<file path="src/logic/pma_pkg.sv">
/*
  Package of the power-profile and fault-summary register bank: register
  indexes, reset values, profile codes, field positions and bus carriers.
  Assumes a 32-bit AXI4-Lite slave where byte address = 4 * register index.
*/
`default_nettype none
package pma_pkg;
  localparam int IDX_W = 12;
  localparam int ADDR_W = IDX_W + 2;
  // printed offsets are not all word aligned, so they are kept as indexes
  localparam logic [IDX_W-1:0] IDX_PROFILE_B = 12'h29a;
  localparam logic [IDX_W-1:0] IDX_PROFILE_C = 12'h29b;
  localparam logic [IDX_W-1:0] IDX_PROFILE_D = 12'h29c;
  localparam logic [IDX_W-1:0] IDX_SUMMARY = 12'h2c0;
  localparam logic [IDX_W-1:0] IDX_FAULT_STATUS = 12'h2c1;
  localparam logic [IDX_W-1:0] IDX_FAULT_MASK = 12'h2c2;
  localparam logic [IDX_W-1:0] IDX_CTRL = 12'h2c8;
  localparam logic [IDX_W-1:0] IDX_IRQ_STATUS = 12'h2c9;
  localparam logic [IDX_W-1:0] IDX_IRQ_MASK = 12'h2ca;

  localparam logic [7:0] CODE_LOW_B = 8'h06;
  localparam logic [7:0] CODE_HIGH_B = 8'h0f;
  localparam logic [7:0] CODE_LOW_C = 8'h00;
  localparam logic [7:0] CODE_HIGH_C = 8'h04;
  localparam logic [7:0] CODE_LOW_D = 8'h14;
  localparam logic [7:0] CODE_HIGH_D = 8'h1b;
  localparam logic [7:0] RST_PROFILE_B = CODE_HIGH_B;
  localparam logic [7:0] RST_PROFILE_C = CODE_HIGH_C;
  localparam logic [7:0] RST_PROFILE_D = CODE_HIGH_D;

  localparam int FAULT_W = 6;
  localparam logic [FAULT_W-1:0] RST_FAULT_STATUS = 6'h3f;
  localparam logic [FAULT_W-1:0] RST_FAULT_MASK = 6'h00;

  localparam int CTRL_CAL_EN_BIT = 0;
  localparam int CTRL_LINK_EN_BIT = 1;
  localparam int CTRL_PIN_SEL_BIT = 2;
  localparam logic [2:0] RST_CTRL = 3'h0;

  localparam int IRQ_W = 4;
  localparam int IRQ_SUMMARY_BIT = 0;
  localparam int IRQ_MIXED_BIT = 1;
  localparam int IRQ_RSVD_CODE_BIT = 2;
  localparam int IRQ_WR_ENABLED_BIT = 3;
  localparam logic [IRQ_W-1:0] RST_IRQ = 4'h0;

  localparam logic [1:0] RESP_OKAY = 2'h0;
  localparam logic [1:0] RESP_SLVERR = 2'h2;

  typedef enum logic [1:0] {
    PM_HIGH = 2'b00,
    PM_LOW = 2'b01,
    PM_RSVD = 2'b10
  } pma_mode_t;

  typedef struct packed {
    logic [IDX_W-1:0] idx;
    logic [7:0] data;
    logic strb;
  } pma_wr_req_t;

  typedef struct packed {
    logic [IDX_W-1:0] idx;
  } pma_rd_req_t;
endpackage
`default_nettype wire

</file>
<file path="src/logic/pma_sync.sv">
/*
  Three-stage input synchroniser; the output follows only once the second
  and third stages agree. Assumes inputs asynchronous to clk_i.
*/
`timescale 1ns/10ps
`default_nettype none
module pma_sync #(
  parameter int W = 1
) (
  input wire logic clk_i,
  input wire logic rst_n_i,
  input wire logic [W-1:0] d_i,
  output logic [W-1:0] q_o
);
  logic [W-1:0] s1_r, s2_r, s3_r, q_r, q_nxt;

  initial begin
    if (W < 1) $error("pma_sync: W must be at least 1");
  end

  always_comb begin
    q_nxt = q_r;
    for (int i = 0; i < W; i++) begin
      if (s2_r[i] == s3_r[i]) q_nxt[i] = s3_r[i];
    end
  end

  always_ff @(posedge clk_i or negedge rst_n_i) begin
    if (!rst_n_i) begin
      s1_r <= '0;
      s2_r <= '0;
      s3_r <= '0;
      q_r <= '0;
    end else begin
      s1_r <= d_i;
      s2_r <= s1_r;
      s3_r <= s2_r;
      q_r <= q_nxt;
    end
  end

  assign q_o = q_r;
endmodule // pma_sync
`default_nettype wire

</file>
<file path="src/logic/pma_axil_slave.sv">
/*
  AXI4-Lite slave front end: takes address and data in either order, hands
  one write or read strobe to the register file, answers from flip-flops.
  Assumes the register file answers rd_data_i/errors in the strobe cycle.
*/
`timescale 1ns/10ps
`default_nettype none
module pma_axil_slave
  import pma_pkg::*;
(
  input wire logic clk_i,
  input wire logic rst_n_i,
  input wire logic awvalid_i,
  output logic awready_o,
  input wire logic [ADDR_W-1:0] awaddr_i,
  input wire logic wvalid_i,
  output logic wready_o,
  input wire logic [31:0] wdata_i,
  input wire logic [3:0] wstrb_i,
  output logic bvalid_o,
  input wire logic bready_i,
  output logic [1:0] bresp_o,
  input wire logic arvalid_i,
  output logic arready_o,
  input wire logic [ADDR_W-1:0] araddr_i,
  output logic rvalid_o,
  input wire logic rready_i,
  output logic [31:0] rdata_o,
  output logic [1:0] rresp_o,
  output logic wr_valid_o,
  output pma_wr_req_t wr_req_o,
  input wire logic wr_err_i,
  output logic rd_valid_o,
  output pma_rd_req_t rd_req_o,
  input wire logic [7:0] rd_data_i,
  input wire logic rd_err_i
);
  logic awready_r, awready_nxt, wready_r, wready_nxt;
  logic bvalid_r, bvalid_nxt, arready_r, arready_nxt, rvalid_r, rvalid_nxt;
  logic [1:0] bresp_r, bresp_nxt, rresp_r, rresp_nxt;
  logic [31:0] rdata_r, rdata_nxt;
  pma_wr_req_t wreq_r, wreq_nxt;

  // commit only once both halves are held and the last response is gone
  assign wr_valid_o = !awready_r && !wready_r && !bvalid_r;
  assign wr_req_o = wreq_r;
  assign rd_valid_o = arvalid_i && arready_r;
  assign rd_req_o.idx = araddr_i[ADDR_W-1:2];

  always_comb begin
    awready_nxt = awready_r;
    wready_nxt = wready_r;
    bvalid_nxt = bvalid_r;
    bresp_nxt = bresp_r;
    wreq_nxt = wreq_r;
    arready_nxt = arready_r;
    rvalid_nxt = rvalid_r;
    rresp_nxt = rresp_r;
    rdata_nxt = rdata_r;
    if (awvalid_i && awready_r) begin
      wreq_nxt.idx = awaddr_i[ADDR_W-1:2];
      awready_nxt = 1'b0;
    end
    if (wvalid_i && wready_r) begin
      wreq_nxt.data = wdata_i[7:0];
      wreq_nxt.strb = wstrb_i[0];
      wready_nxt = 1'b0;
    end
    if (bvalid_r && bready_i) bvalid_nxt = 1'b0;
    if (wr_valid_o) begin
      bvalid_nxt = 1'b1;
      bresp_nxt = wr_err_i ? RESP_SLVERR : RESP_OKAY;
      awready_nxt = 1'b1;
      wready_nxt = 1'b1;
    end
    if (rvalid_r && rready_i) begin
      rvalid_nxt = 1'b0;
      arready_nxt = 1'b1;
    end
    if (rd_valid_o) begin
      arready_nxt = 1'b0;
      rvalid_nxt = 1'b1;
      rdata_nxt = {24'h000000, rd_data_i};
      rresp_nxt = rd_err_i ? RESP_SLVERR : RESP_OKAY;
    end
  end

  always_ff @(posedge clk_i or negedge rst_n_i) begin
    if (!rst_n_i) begin
      awready_r <= 1'b1;
      wready_r <= 1'b1;
      bvalid_r <= 1'b0;
      bresp_r <= RESP_OKAY;
      wreq_r <= '0;
      arready_r <= 1'b1;
      rvalid_r <= 1'b0;
      rresp_r <= RESP_OKAY;
      rdata_r <= 32'h00000000;
    end else begin
      awready_r <= awready_nxt;
      wready_r <= wready_nxt;
      bvalid_r <= bvalid_nxt;
      bresp_r <= bresp_nxt;
      wreq_r <= wreq_nxt;
      arready_r <= arready_nxt;
      rvalid_r <= rvalid_nxt;
      rresp_r <= rresp_nxt;
      rdata_r <= rdata_nxt;
    end
  end

  assign awready_o = awready_r;
  assign wready_o = wready_r;
  assign bvalid_o = bvalid_r;
  assign bresp_o = bresp_r;
  assign arready_o = arready_r;
  assign rvalid_o = rvalid_r;
  assign rresp_o = rresp_r;
  assign rdata_o = rdata_r;
endmodule // pma_axil_slave
`default_nettype wire

</file>
<file path="src/logic/pma_regs.sv">
/*
  Power-profile and fault-summary register bank with interrupt logic.
  Assumes fault conditions and calibration status arrive asynchronously
  on pins; software reaches the bank over AXI4-Lite on CLK_I.
*/
// Contract
// profile b: 0x06 low, 0x0F high
// profile c: 0x00 low, 0x04 high
// profile d: 0x14 low, 0x1B high
// software writes only listed profile codes
// software programs all profiles to one profile
// low profile only at or below 1 GSPS
// software calibrates after each profile change
// cal and link disabled before profile writes
// summary bit 0 is any unmasked fault
// masked faults are excluded from summary
// pin select routes summary to status pin
// writing one clears fault; recurrence sets it
// all fault flags set after reset
// summary follows status and mask each cycle
`timescale 1ns/10ps
`default_nettype none
module pma_regs
  import pma_pkg::*;
(
  input wire logic CLK_I,
  input wire logic RESET_N_I,
  input wire logic S_AXI_AWVALID_I,
  output logic S_AXI_AWREADY_O,
  input wire logic [ADDR_W-1:0] S_AXI_AWADDR_I,
  input wire logic S_AXI_WVALID_I,
  output logic S_AXI_WREADY_O,
  input wire logic [31:0] S_AXI_WDATA_I,
  input wire logic [3:0] S_AXI_WSTRB_I,
  output logic S_AXI_BVALID_O,
  input wire logic S_AXI_BREADY_I,
  output logic [1:0] S_AXI_BRESP_O,
  input wire logic S_AXI_ARVALID_I,
  output logic S_AXI_ARREADY_O,
  input wire logic [ADDR_W-1:0] S_AXI_ARADDR_I,
  output logic S_AXI_RVALID_O,
  input wire logic S_AXI_RREADY_I,
  output logic [31:0] S_AXI_RDATA_O,
  output logic [1:0] S_AXI_RRESP_O,
  input wire logic [FAULT_W-1:0] FAULT_COND_I,
  input wire logic CAL_STATUS_I,
  output logic [5:0] PROFILE_MODE_O,
  output logic LOW_POWER_O,
  output logic CAL_ENABLE_O,
  output logic SERIAL_LINK_ENABLE_O,
  output logic STATUS_OUTPUT_PIN_O,
  output logic IRQ_O
);
  function automatic pma_mode_t decode_mode(input logic [7:0] code,
      input logic [7:0] lo, input logic [7:0] hi);
    if (code == lo) return PM_LOW;
    else if (code == hi) return PM_HIGH;
    else return PM_RSVD;
  endfunction

  logic wr_valid, rd_valid, wr_err, rd_err, wr_hit;
  pma_wr_req_t wr_req;
  pma_rd_req_t rd_req;
  logic [7:0] rd_data;
  logic [FAULT_W:0] sync_q;
  logic [FAULT_W-1:0] fault_cond;
  logic cal_status;

  logic [7:0] profile_b_r, profile_b_nxt, profile_c_r, profile_c_nxt;
  logic [7:0] profile_d_r, profile_d_nxt;
  logic [FAULT_W-1:0] fault_status_r, fault_status_nxt;
  logic [FAULT_W-1:0] fault_mask_r, fault_mask_nxt;
  logic [2:0] ctrl_r, ctrl_nxt;
  logic [IRQ_W-1:0] irq_stat_r, irq_stat_nxt, irq_mask_r, irq_mask_nxt;
  logic summary_r, mixed_r, seen_r;
  logic [5:0] mode_r, mode_nxt;
  logic low_r, low_nxt, pin_r, pin_nxt, irq_r, irq_nxt;
  logic summary_live, mixed_live, profile_wr, rsvd_wr;
  pma_mode_t mode_b, mode_c, mode_d, wr_mode;

  pma_axil_slave u_axil (
    .clk_i(CLK_I),
    .rst_n_i(RESET_N_I),
    .awvalid_i(S_AXI_AWVALID_I),
    .awready_o(S_AXI_AWREADY_O),
    .awaddr_i(S_AXI_AWADDR_I),
    .wvalid_i(S_AXI_WVALID_I),
    .wready_o(S_AXI_WREADY_O),
    .wdata_i(S_AXI_WDATA_I),
    .wstrb_i(S_AXI_WSTRB_I),
    .bvalid_o(S_AXI_BVALID_O),
    .bready_i(S_AXI_BREADY_I),
    .bresp_o(S_AXI_BRESP_O),
    .arvalid_i(S_AXI_ARVALID_I),
    .arready_o(S_AXI_ARREADY_O),
    .araddr_i(S_AXI_ARADDR_I),
    .rvalid_o(S_AXI_RVALID_O),
    .rready_i(S_AXI_RREADY_I),
    .rdata_o(S_AXI_RDATA_O),
    .rresp_o(S_AXI_RRESP_O),
    .wr_valid_o(wr_valid),
    .wr_req_o(wr_req),
    .wr_err_i(wr_err),
    .rd_valid_o(rd_valid),
    .rd_req_o(rd_req),
    .rd_data_i(rd_data),
    .rd_err_i(rd_err)
  );

  pma_sync #(.W(FAULT_W + 1)) u_sync (
    .clk_i(CLK_I),
    .rst_n_i(RESET_N_I),
    .d_i({CAL_STATUS_I, FAULT_COND_I}),
    .q_o(sync_q)
  );
  assign fault_cond = sync_q[FAULT_W-1:0];
  assign cal_status = sync_q[FAULT_W];

  // summary is combinational so a clear or mask shows on the next read
  assign summary_live = |(fault_status_r & ~fault_mask_r);
  assign mode_b = decode_mode(profile_b_r, CODE_LOW_B, CODE_HIGH_B);
  assign mode_c = decode_mode(profile_c_r, CODE_LOW_C, CODE_HIGH_C);
  assign mode_d = decode_mode(profile_d_r, CODE_LOW_D, CODE_HIGH_D);
  // a mix of profiles is not prevented, only reported to software
  assign mixed_live = (mode_b != mode_c) || (mode_c != mode_d);
  assign wr_hit = wr_valid && wr_req.strb;
  assign profile_wr = wr_hit && (wr_req.idx == IDX_PROFILE_B ||
      wr_req.idx == IDX_PROFILE_C || wr_req.idx == IDX_PROFILE_D);

  always_comb begin
    case (wr_req.idx)
      IDX_PROFILE_B: wr_mode = decode_mode(wr_req.data, CODE_LOW_B,
          CODE_HIGH_B);
      IDX_PROFILE_C: wr_mode = decode_mode(wr_req.data, CODE_LOW_C,
          CODE_HIGH_C);
      default: wr_mode = decode_mode(wr_req.data, CODE_LOW_D, CODE_HIGH_D);
    endcase
  end
  assign rsvd_wr = profile_wr && (wr_mode == PM_RSVD);

  always_comb begin
    wr_err = 1'b0;
    case (wr_req.idx)
      IDX_PROFILE_B, IDX_PROFILE_C, IDX_PROFILE_D, IDX_SUMMARY,
      IDX_FAULT_STATUS, IDX_FAULT_MASK, IDX_CTRL, IDX_IRQ_STATUS,
      IDX_IRQ_MASK: wr_err = 1'b0;
      default: wr_err = 1'b1;
    endcase
  end

  always_comb begin
    rd_data = 8'h00;
    rd_err = 1'b0;
    case (rd_req.idx)
      IDX_PROFILE_B: rd_data = profile_b_r;
      IDX_PROFILE_C: rd_data = profile_c_r;
      IDX_PROFILE_D: rd_data = profile_d_r;
      IDX_SUMMARY: rd_data = {7'h00, summary_live};
      IDX_FAULT_STATUS: rd_data = {2'h0, fault_status_r};
      IDX_FAULT_MASK: rd_data = {2'h0, fault_mask_r};
      IDX_CTRL: rd_data = {5'h00, ctrl_r};
      IDX_IRQ_STATUS: rd_data = {4'h0, irq_stat_r};
      IDX_IRQ_MASK: rd_data = {4'h0, irq_mask_r};
      default: rd_err = 1'b1;
    endcase
  end

  always_comb begin
    profile_b_nxt = profile_b_r;
    profile_c_nxt = profile_c_r;
    profile_d_nxt = profile_d_r;
    fault_status_nxt = fault_status_r;
    fault_mask_nxt = fault_mask_r;
    ctrl_nxt = ctrl_r;
    irq_mask_nxt = irq_mask_r;
    irq_stat_nxt = irq_stat_r;
    if (wr_hit) begin
      case (wr_req.idx)
        IDX_PROFILE_B: profile_b_nxt = wr_req.data;
        IDX_PROFILE_C: profile_c_nxt = wr_req.data;
        IDX_PROFILE_D: profile_d_nxt = wr_req.data;
        IDX_FAULT_STATUS: fault_status_nxt = fault_status_r &
            ~wr_req.data[FAULT_W-1:0];
        IDX_FAULT_MASK: fault_mask_nxt = wr_req.data[FAULT_W-1:0];
        IDX_CTRL: ctrl_nxt = wr_req.data[2:0];
        IDX_IRQ_MASK: irq_mask_nxt = wr_req.data[IRQ_W-1:0];
        default: ;
      endcase
    end
    // a recurring condition wins over a clear in the same cycle
    fault_status_nxt = fault_status_nxt | fault_cond;
    if (rd_valid && rd_req.idx == IDX_IRQ_STATUS) irq_stat_nxt = RST_IRQ;
    irq_stat_nxt[IRQ_SUMMARY_BIT] = irq_stat_nxt[IRQ_SUMMARY_BIT] |
        (summary_live & ~summary_r);
    irq_stat_nxt[IRQ_MIXED_BIT] = irq_stat_nxt[IRQ_MIXED_BIT] |
        (mixed_live & ~mixed_r);
    irq_stat_nxt[IRQ_RSVD_CODE_BIT] = irq_stat_nxt[IRQ_RSVD_CODE_BIT] |
        rsvd_wr;
    irq_stat_nxt[IRQ_WR_ENABLED_BIT] = irq_stat_nxt[IRQ_WR_ENABLED_BIT] |
        (profile_wr && (ctrl_r[CTRL_CAL_EN_BIT] ||
        ctrl_r[CTRL_LINK_EN_BIT]));
    irq_nxt = |(irq_stat_nxt & irq_mask_nxt);
    mode_nxt = {mode_d, mode_c, mode_b};
    low_nxt = (mode_b == PM_LOW) && !mixed_live;
    pin_nxt = ctrl_r[CTRL_PIN_SEL_BIT] ? summary_live : cal_status;
  end

  always_ff @(posedge CLK_I or negedge RESET_N_I) begin
    if (!RESET_N_I) begin
      profile_b_r <= RST_PROFILE_B;
      profile_c_r <= RST_PROFILE_C;
      profile_d_r <= RST_PROFILE_D;
      fault_status_r <= RST_FAULT_STATUS;
      fault_mask_r <= RST_FAULT_MASK;
      ctrl_r <= RST_CTRL;
      irq_stat_r <= RST_IRQ;
      irq_mask_r <= RST_IRQ;
      summary_r <= 1'b0;
      mixed_r <= 1'b0;
      seen_r <= 1'b0;
      mode_r <= {PM_HIGH, PM_HIGH, PM_HIGH};
      low_r <= 1'b0;
      pin_r <= 1'b0;
      irq_r <= 1'b0;
    end else begin
      profile_b_r <= profile_b_nxt;
      profile_c_r <= profile_c_nxt;
      profile_d_r <= profile_d_nxt;
      fault_status_r <= fault_status_nxt;
      fault_mask_r <= fault_mask_nxt;
      ctrl_r <= ctrl_nxt;
      irq_stat_r <= irq_stat_nxt;
      irq_mask_r <= irq_mask_nxt;
      summary_r <= summary_live;
      mixed_r <= mixed_live;
      seen_r <= 1'b1;
      mode_r <= mode_nxt;
      low_r <= low_nxt;
      pin_r <= pin_nxt;
      irq_r <= irq_nxt;
    end
  end

  assign PROFILE_MODE_O = mode_r;
  assign LOW_POWER_O = low_r;
  assign CAL_ENABLE_O = ctrl_r[CTRL_CAL_EN_BIT];
  assign SERIAL_LINK_ENABLE_O = ctrl_r[CTRL_LINK_EN_BIT];
  assign STATUS_OUTPUT_PIN_O = pin_r;
  assign IRQ_O = irq_r;

  property p_prof_b;
    @(posedge CLK_I) disable iff (!RESET_N_I)
    (profile_b_r == CODE_LOW_B) |=> (PROFILE_MODE_O[1:0] == PM_LOW);
  endproperty
  a_prof_b: assert property (p_prof_b) else $error("profile b decode");

  property p_prof_c;
    @(posedge CLK_I) disable iff (!RESET_N_I)
    (profile_c_r == CODE_HIGH_C) |=> (PROFILE_MODE_O[3:2] == PM_HIGH);
  endproperty
  a_prof_c: assert property (p_prof_c) else $error("profile c decode");

  property p_prof_d;
    @(posedge CLK_I) disable iff (!RESET_N_I)
    (profile_d_r == CODE_LOW_D) ##1 (profile_d_r == CODE_LOW_D)
    |=> (PROFILE_MODE_O[5:4] == PM_LOW);
  endproperty
  a_prof_d: assert property (p_prof_d) else $error("profile d decode");

  property p_summary_read;
    @(posedge CLK_I) disable iff (!RESET_N_I)
    (rd_valid && rd_req.idx == IDX_SUMMARY) |=>
    (S_AXI_RDATA_O ==
     {31'h00000000, |$past(fault_status_r & ~fault_mask_r)});
  endproperty
  a_summary_read: assert property (p_summary_read)
    else $error("summary read wrong");

  property p_mask_all;
    @(posedge CLK_I) disable iff (!RESET_N_I)
    (fault_mask_r == 6'h3f) [*2] |-> !summary_r;
  endproperty
  a_mask_all: assert property (p_mask_all)
    else $error("masked fault in summary");

  property p_pin_route;
    @(posedge CLK_I) disable iff (!RESET_N_I)
    (ctrl_r[CTRL_PIN_SEL_BIT] && fault_status_r[0] && !fault_mask_r[0])
    |=> STATUS_OUTPUT_PIN_O;
  endproperty
  a_pin_route: assert property (p_pin_route)
    else $error("status pin not routed");

  property p_clear_set;
    @(posedge CLK_I) disable iff (!RESET_N_I)
    (wr_hit && wr_req.idx == IDX_FAULT_STATUS &&
     (&wr_req.data[FAULT_W-1:0]))
    |=> (fault_status_r == $past(fault_cond));
  endproperty
  a_clear_set: assert property (p_clear_set)
    else $error("fault clear or set wrong");

  property p_reset_flags;
    @(posedge CLK_I) disable iff (!RESET_N_I)
    !seen_r |-> (fault_status_r == RST_FAULT_STATUS) ##1 IRQ_O == 1'b0;
  endproperty
  a_reset_flags: assert property (p_reset_flags)
    else $error("fault flags not set after reset");

  property p_summary_follow;
    @(posedge CLK_I) disable iff (!RESET_N_I)
    ((fault_status_r & ~fault_mask_r) == 6'h00) |=> !summary_r;
  endproperty
  a_summary_follow: assert property (p_summary_follow)
    else $error("summary lags status");
endmodule // pma_regs
`default_nettype wire

</file>
<file path="config.mk">
export PLATFORM = sky130hd
export DESIGN_NAME = pma_regs
export DESIGN_NICKNAME = d
export VERILOG_FILES = /design/src/logic/pma_pkg.sv /design/src/logic/pma_sync.sv /design/src/logic/pma_axil_slave.sv /design/src/logic/pma_regs.sv
export SDC_FILE = /design/constraint.sdc
export NUM_CORES = 1
export LEC_CHECK = 0
export ABC_AREA = 1
export BUFFER_PORTS_ARGS = -buffer_cell sky130_fd_sc_hd__buf_2
export CORE_UTILIZATION = 34
export DETAILED_ROUTE_END_ITERATION = 7
export PLACE_DENSITY = 0.62
export SLEW_MARGIN = 10
export SYNTH_ARGS = -nofsm -noshare
export SYNTH_HDL_FRONTEND = slang
export SYNTH_SLANG_ARGS = --single-unit
</file>
<file path="constraint.sdc">
create_clock -name CLK_I -period 1.7 [get_ports CLK_I]
set_clock_uncertainty 0.05 [all_clocks]
set_input_delay 0.17 -clock CLK_I [delete_from_list [all_inputs] [get_ports CLK_I]]
set_output_delay 0.17 -clock CLK_I [all_outputs]
set_load 0.005 [all_outputs]
</file>
# Yosys cells after proc, flatten, opt, wreduce, memory -nomap -nowiden
# Index checks and enable logic that the tools add are counted.
# word_totals
register_bits	124
inputBits	78
output_inout_bits	52
# classes
n_eq_ne	39
muxes	32
bitwise_logic	14
reduce_logical	36
# op_table
operator	n
12-bit by 10-bit equality test with 1-bit output (second input constant)	18
8-bit case mux with 9 select lines	1
8-bit by 3-bit equality test with 1-bit output (second input constant)	4
8-bit by 5-bit equality test with 1-bit output (second input constant)	4
2-bit 2-to-1 mux	14
9-bit OR reduction	2
8-bit by 4-bit equality test with 1-bit output (second input constant)	2
8-bit zero test	2
1-bit logical AND	13
6-bit AND	2
4-bit 2-to-1 mux	3
6-bit 2-to-1 mux	2
6-bit inverter	2
1-bit 2-to-1 mux	11
2-bit AND reduction	5
2-bit nonzero test	4
1-bit equality test	7
6-bit OR	1
6-bit OR reduction	1
4-bit AND	1
1-bit zero test	4
1-bit logical OR	4
2-bit != test	2
1-bit OR	4
6 further kinds	8

# Longest topological paths before layout
# depth
depth_word	9
depth_mapped	12

# Hierarchy
# Synthesis repeated with hierarchy kept, for this count alone.
# unflattened
hier_cells	700
hier_area_um2	5855.6
# modules_own_cells
module	n_inst	cells_per_inst	area_per_inst_um2	seq_area_each_um2
pma_regs	1	450	3342.0	1470.2
pma_axil_slave	1	194	1699.1	904.6
pma_sync	1	56	814.5	700.7

# Worst setup path before layout
# No wires, ideal clock.
# synth_timing
path_type	register -> register
from	reg u_axil.bvalid_r (netlist: u_axil.bvalid_o)
to	reg fault_mask_r[3]
arrival_time_ns	1.279
setup_slack_ns	0.244
path_stages_with_launch	9
path_cell_list	dfrtp_1 -> inv_1 -> nand3_2 -> nor2_2 -> buf_4 -> nand4_2 -> buf_2 -> nand2_1 -> o21ai_1
# synth_via
elab_chain_cells	4
# synth_lines
item	line	text
from (decl)	pma_axil_slave.sv:39	logic bvalid_r, bvalid_nxt, arready_r, arready_nxt, rvalid_r, rvalid_nxt;
from (signal assigned)	pma_axil_slave.sv:102	bvalid_r <= bvalid_nxt;
1-bit zero test	pma_axil_slave.sv:45	assign wr_valid_o = !awready_r && !wready_r && !bvalid_r;
1-bit logical AND	pma_axil_slave.sv:45	
1-bit logical AND	pma_regs.sv:126	assign wr_hit = wr_valid && wr_req.strb;
2-bit AND reduction (no line)	n/a	
to (signal assigned)	pma_regs.sv:230	fault_mask_r <= fault_mask_nxt;
to (decl)	pma_regs.sv:72	logic [FAULT_W-1:0] fault_mask_r, fault_mask_nxt;
# No other way between the ends.
# A chain may end at the register's enable or synchronous reset.

# Final worst setup path
# layout_timing
from	reg profile_d_r[4]
to	reg irq_r (netlist: IRQ_O)
# layout_via
elab_cells_between_ends	10
cone_classes	3 x eq/ne; 2 x mux; 3 x bitwise; 2 x reduce/logical
# layout_lines
item	line	text
from (decl)	pma_regs.sv:70	logic [7:0] profile_d_r, profile_d_nxt;
from (signal assigned)	pma_regs.sv:228	profile_d_r <= profile_d_nxt;
8-bit by 5-bit equality test with 1-bit output	pma_regs.sv:56	if (code == lo) return PM_LOW;
2-bit 2-to-1 mux	pma_regs.sv:56	
net mode_d[0]	pma_regs.sv:79	pma_mode_t mode_b, mode_c, mode_d, wr_mode;
2-bit != test	pma_regs.sv:125	assign mixed_live = (mode_b != mode_c) || (mode_c != mode_d);
1-bit logical OR	pma_regs.sv:125	
net mixed_live	pma_regs.sv:78	logic summary_live, mixed_live, profile_wr, rsvd_wr;
1-bit AND	pma_regs.sv:196	(mixed_live & ~mixed_r);
1-bit OR	pma_regs.sv:195	irq_stat_nxt[IRQ_MIXED_BIT] = irq_stat_nxt[IRQ_MIXED_BIT] |
net irq_stat_nxt[1]	pma_regs.sv:74	logic [IRQ_W-1:0] irq_stat_r, irq_stat_nxt, irq_mask_r, irq_mask_nxt;
4-bit AND	pma_regs.sv:202	irq_nxt = |(irq_stat_nxt & irq_mask_nxt);
4-bit OR reduction	pma_regs.sv:202	
net irq_nxt	pma_regs.sv:77	logic low_r, low_nxt, pin_r, pin_nxt, irq_r, irq_nxt;
to (signal assigned)	pma_regs.sv:240	irq_r <= irq_nxt;
to (decl)	pma_regs.sv:77	
# The timed path passes the listed nets, and every way through them passes these cells.

==> results.toml <==
[outcome]
status = "completed"

[place]
dpl_cell_area_mm2 = 0.00642
finalWeightedCongestion = 0.863
numPortBuffers = 72
dp.cells = 964
dpl.hpwl_mm = 9.53
post-place-ws_ns = -0.0237

[clock_tree]
cts-buffers-inserted = 17
cts_sinks = 122
cts-root-buf = "clkbuf_16"
cts_buffer_depth = 2
clk-insertion-delay-late_ns = 0.41
cts_tree = "done"
path_clk_slew_ns = 0.06
htree_levels = 4

[sta]
tightest_slew_ns = 0.545
min_period_ns = 1.64
final.period_utilization_pct = 96.7
setup_slack_ns = 0.0557
setup_viol = 0
timing.hold.ws_ns = 0.176
rsz0062_at_grt = "yes"
hold_viol_final = 0
maxSlewHeadroom_pct = 63.6
maxSlewViolCount = 0
clock.fmax_ghz = 0.608
setup-tns-final_ns = 0

[synthesis]
synth_area_mm2 = 0.00568
synth_top_area_cell = "dfrtp_1"
avgSynthCellArea_um2 = 8.66
syn_inst = 656
ys_ff_latch = 122
yosysWarnings = 0
synth-edff-count = 0
ys.flop_type = "dfrtp_1"
ys_seq_area_share_pct = 54.1
synth-async-reset-ratio_pct = 100
netlist-cell-type-count = 33
ys_top_cells_by_area = "dfrtp_1 46%, nand2_1 11%, dfstp_2 8.3%"
synth_top_area_share_pct = 45.8

[final_layout]
area_growth_pct = 31.6
multiInputGateArea_mm2 = 0.00226
nFillCells = 1568
seq_area_mm2 = 0.00308
final_cell_mix = "154 x nand2_1, 103 x dfrtp_1, 76 x nor2_1, 71 x buf_2, 58 x inv_1"
final_cell_area_mm2 = 0.00748
drive_gt1_share_pct = 27.4
final_common_cell = "nand2_1"
n_antenna_cell = 0
nets = 882
layout.cells.non_filler = 1033
post-route-util_pct = 46.4

[route]
wl_per_cell_um = 12.8
first_pass_iters = 4
drtAntennaViolNets = 0
via_count = 4632
vias_per_cell = 4.48
drt_drc_violations_left = 0
first_iter_violations = 300
routed_wl_mm = 13.2

[floorplanning]
dieWidth_um = 131
io_pins = 130
std_cell_rows = 46
die_area_mm2 = 0.0172
die_h_um = 131
start_util_pct = 35.3
core_mm2 = 0.0161

[power_and_ir_drop]
p_leak_nw = 3.74
fin_total_pwr_mw = 9.15
p_per_area_mw_per_mm2 = 1220
vdd_drop_max_v = 0.000901

[worst_setup_path]
crit_fanout = 3
cp.required_ns = 1.95
endpoint_kind = "register"
arrival_ns = 1.89
cp-start-kind = "register"
path_class = "register to register"

[grt]
grt_first_pass_wirelength_mm = 22.1
antenna_found_initial = 0
grt_max_degree = 46
first_global_vias = 4423
grt_usage_pct = 16.2
overflow = 0

[job]
max_cap_viol_count = 0

[worst_hold_path]
hold_class = "input port to asynchronous set/reset pin"
==> cells in the mapped netlist, types with 5 or more instances <==
cell,instances
o21ai_1,31
a21oi_1,19
dfrtp_1,104
dfstp_2,18
o21bai_1,5
nand4_1,10
nor2_4,6
nand2_2,8
buf_4,28
nand2_1,159
nor2_1,81
nand3_1,37
o21ai_0,25
inv_2,10
maj3_1,7
nand3_2,6
nor3_1,7
inv_1,61
==> metal layers <==
layer	track usage [%]	share of wire, %
met5	0	0
met3	3.32	4.2
met2	25.4	46
met1	22.1	48
met4	6.20	1.5
==> final cells by class <==
| type | instances | area share (%) |
|---|---|---|
| Multi-Input combinational cell | 452 | 30.2 |
| Clock buffer | 18 | 5.87 |
| Sequential cell | 122 | 41.1 |
| Clock inverter | 14 | 2.43 |
| Tap cell | 216 | 3.61 |
| Inverter | 71 | 3.56 |
| Timing Repair Buffer | 140 | 13.2 |
==> what timing repair did <==
action	in CTS	in global routing
endpoints found under the setup margin	1	13
pin swaps	2	7
resized for setup	1	24
hold endpoints to repair	91	0
setup buffers	0	4
hold buffers	33	0
==> cell families (layout without fill, tap and decap cells) <==
| family | Yosys count | after routing | synth area share (%) |
|---|---|---|---|
| other | 1 | 26 | 0.0660 |
| muxes | 4 | 4 | 0.793 |
| adders and majority gates | 7 | 7 | 1.23 |
| buffers and inverters | 107 | 243 | 9.05 |
| and+or+nand+nor | 329 | 329 | 26.8 |
| DFF | 122 | 122 | 54.1 |
| AOI/OAI and AO/OA | 86 | 86 | 7.97 |
==> flip-flops by register name (all words and copies together), names as in the netlist, 3 cells and up <==
register	cells
u_axil.wr_req_o	21
u_axil.rdata_o	8
u_sync.s1_r	7
profile_d_r	8
profile_c_r	8
ctrl_r	3
u_sync.s2_r	7
profile_b_r	8
irq_stat_r	4
fault_mask_r	6
u_sync.q_o	7
irq_mask_r	4
u_sync.s3_r	7
fault_status_r	6
PROFILE_MODE_O	6
==> critical path, stage by stage (launching register included) <==
cell and delay [ns]:
dfstp_2 0.54, inv_1 0.06, nor2_1 0.09, nand2_1 0.10, nor2_2 0.15, nand3_2 0.09, nand2_2 0.08, nand3_2 0.08
nand2_2 0.08, nand2_1 0.07, nand2_1 0.08, nand3_2 0.07
==> report_power, final <==
part           internal [mW]  total [mW]  switching (mW)
logic                  0.722        1.84            1.12
registers               3.31        3.55           0.247
clock network           2.37        3.76            1.38
total                   6.40        9.15            2.75
==> path summary, 6_finish.rpt <==
check	start	end	slack, ns	cells after the start
setup / recovery	profile_d_r[4]	IRQ_O	0.06	11
hold / removal	RESET_N_I	PROFILE_MODE_O[5]	0.18	2
setup reg to reg	profile_d_r[4]	IRQ_O	0.06	11
hold reg to reg	u_sync.s1_r[0]	u_sync.s2_r[0]	0.29	0
max in group asynchronous	RESET_N_I	u_axil.arready_o	0.80	3
min in group CLK_I	S_AXI_ARVALID_I	u_axil.arready_o	0.19	5
Power figures use the tool's default switching activity.
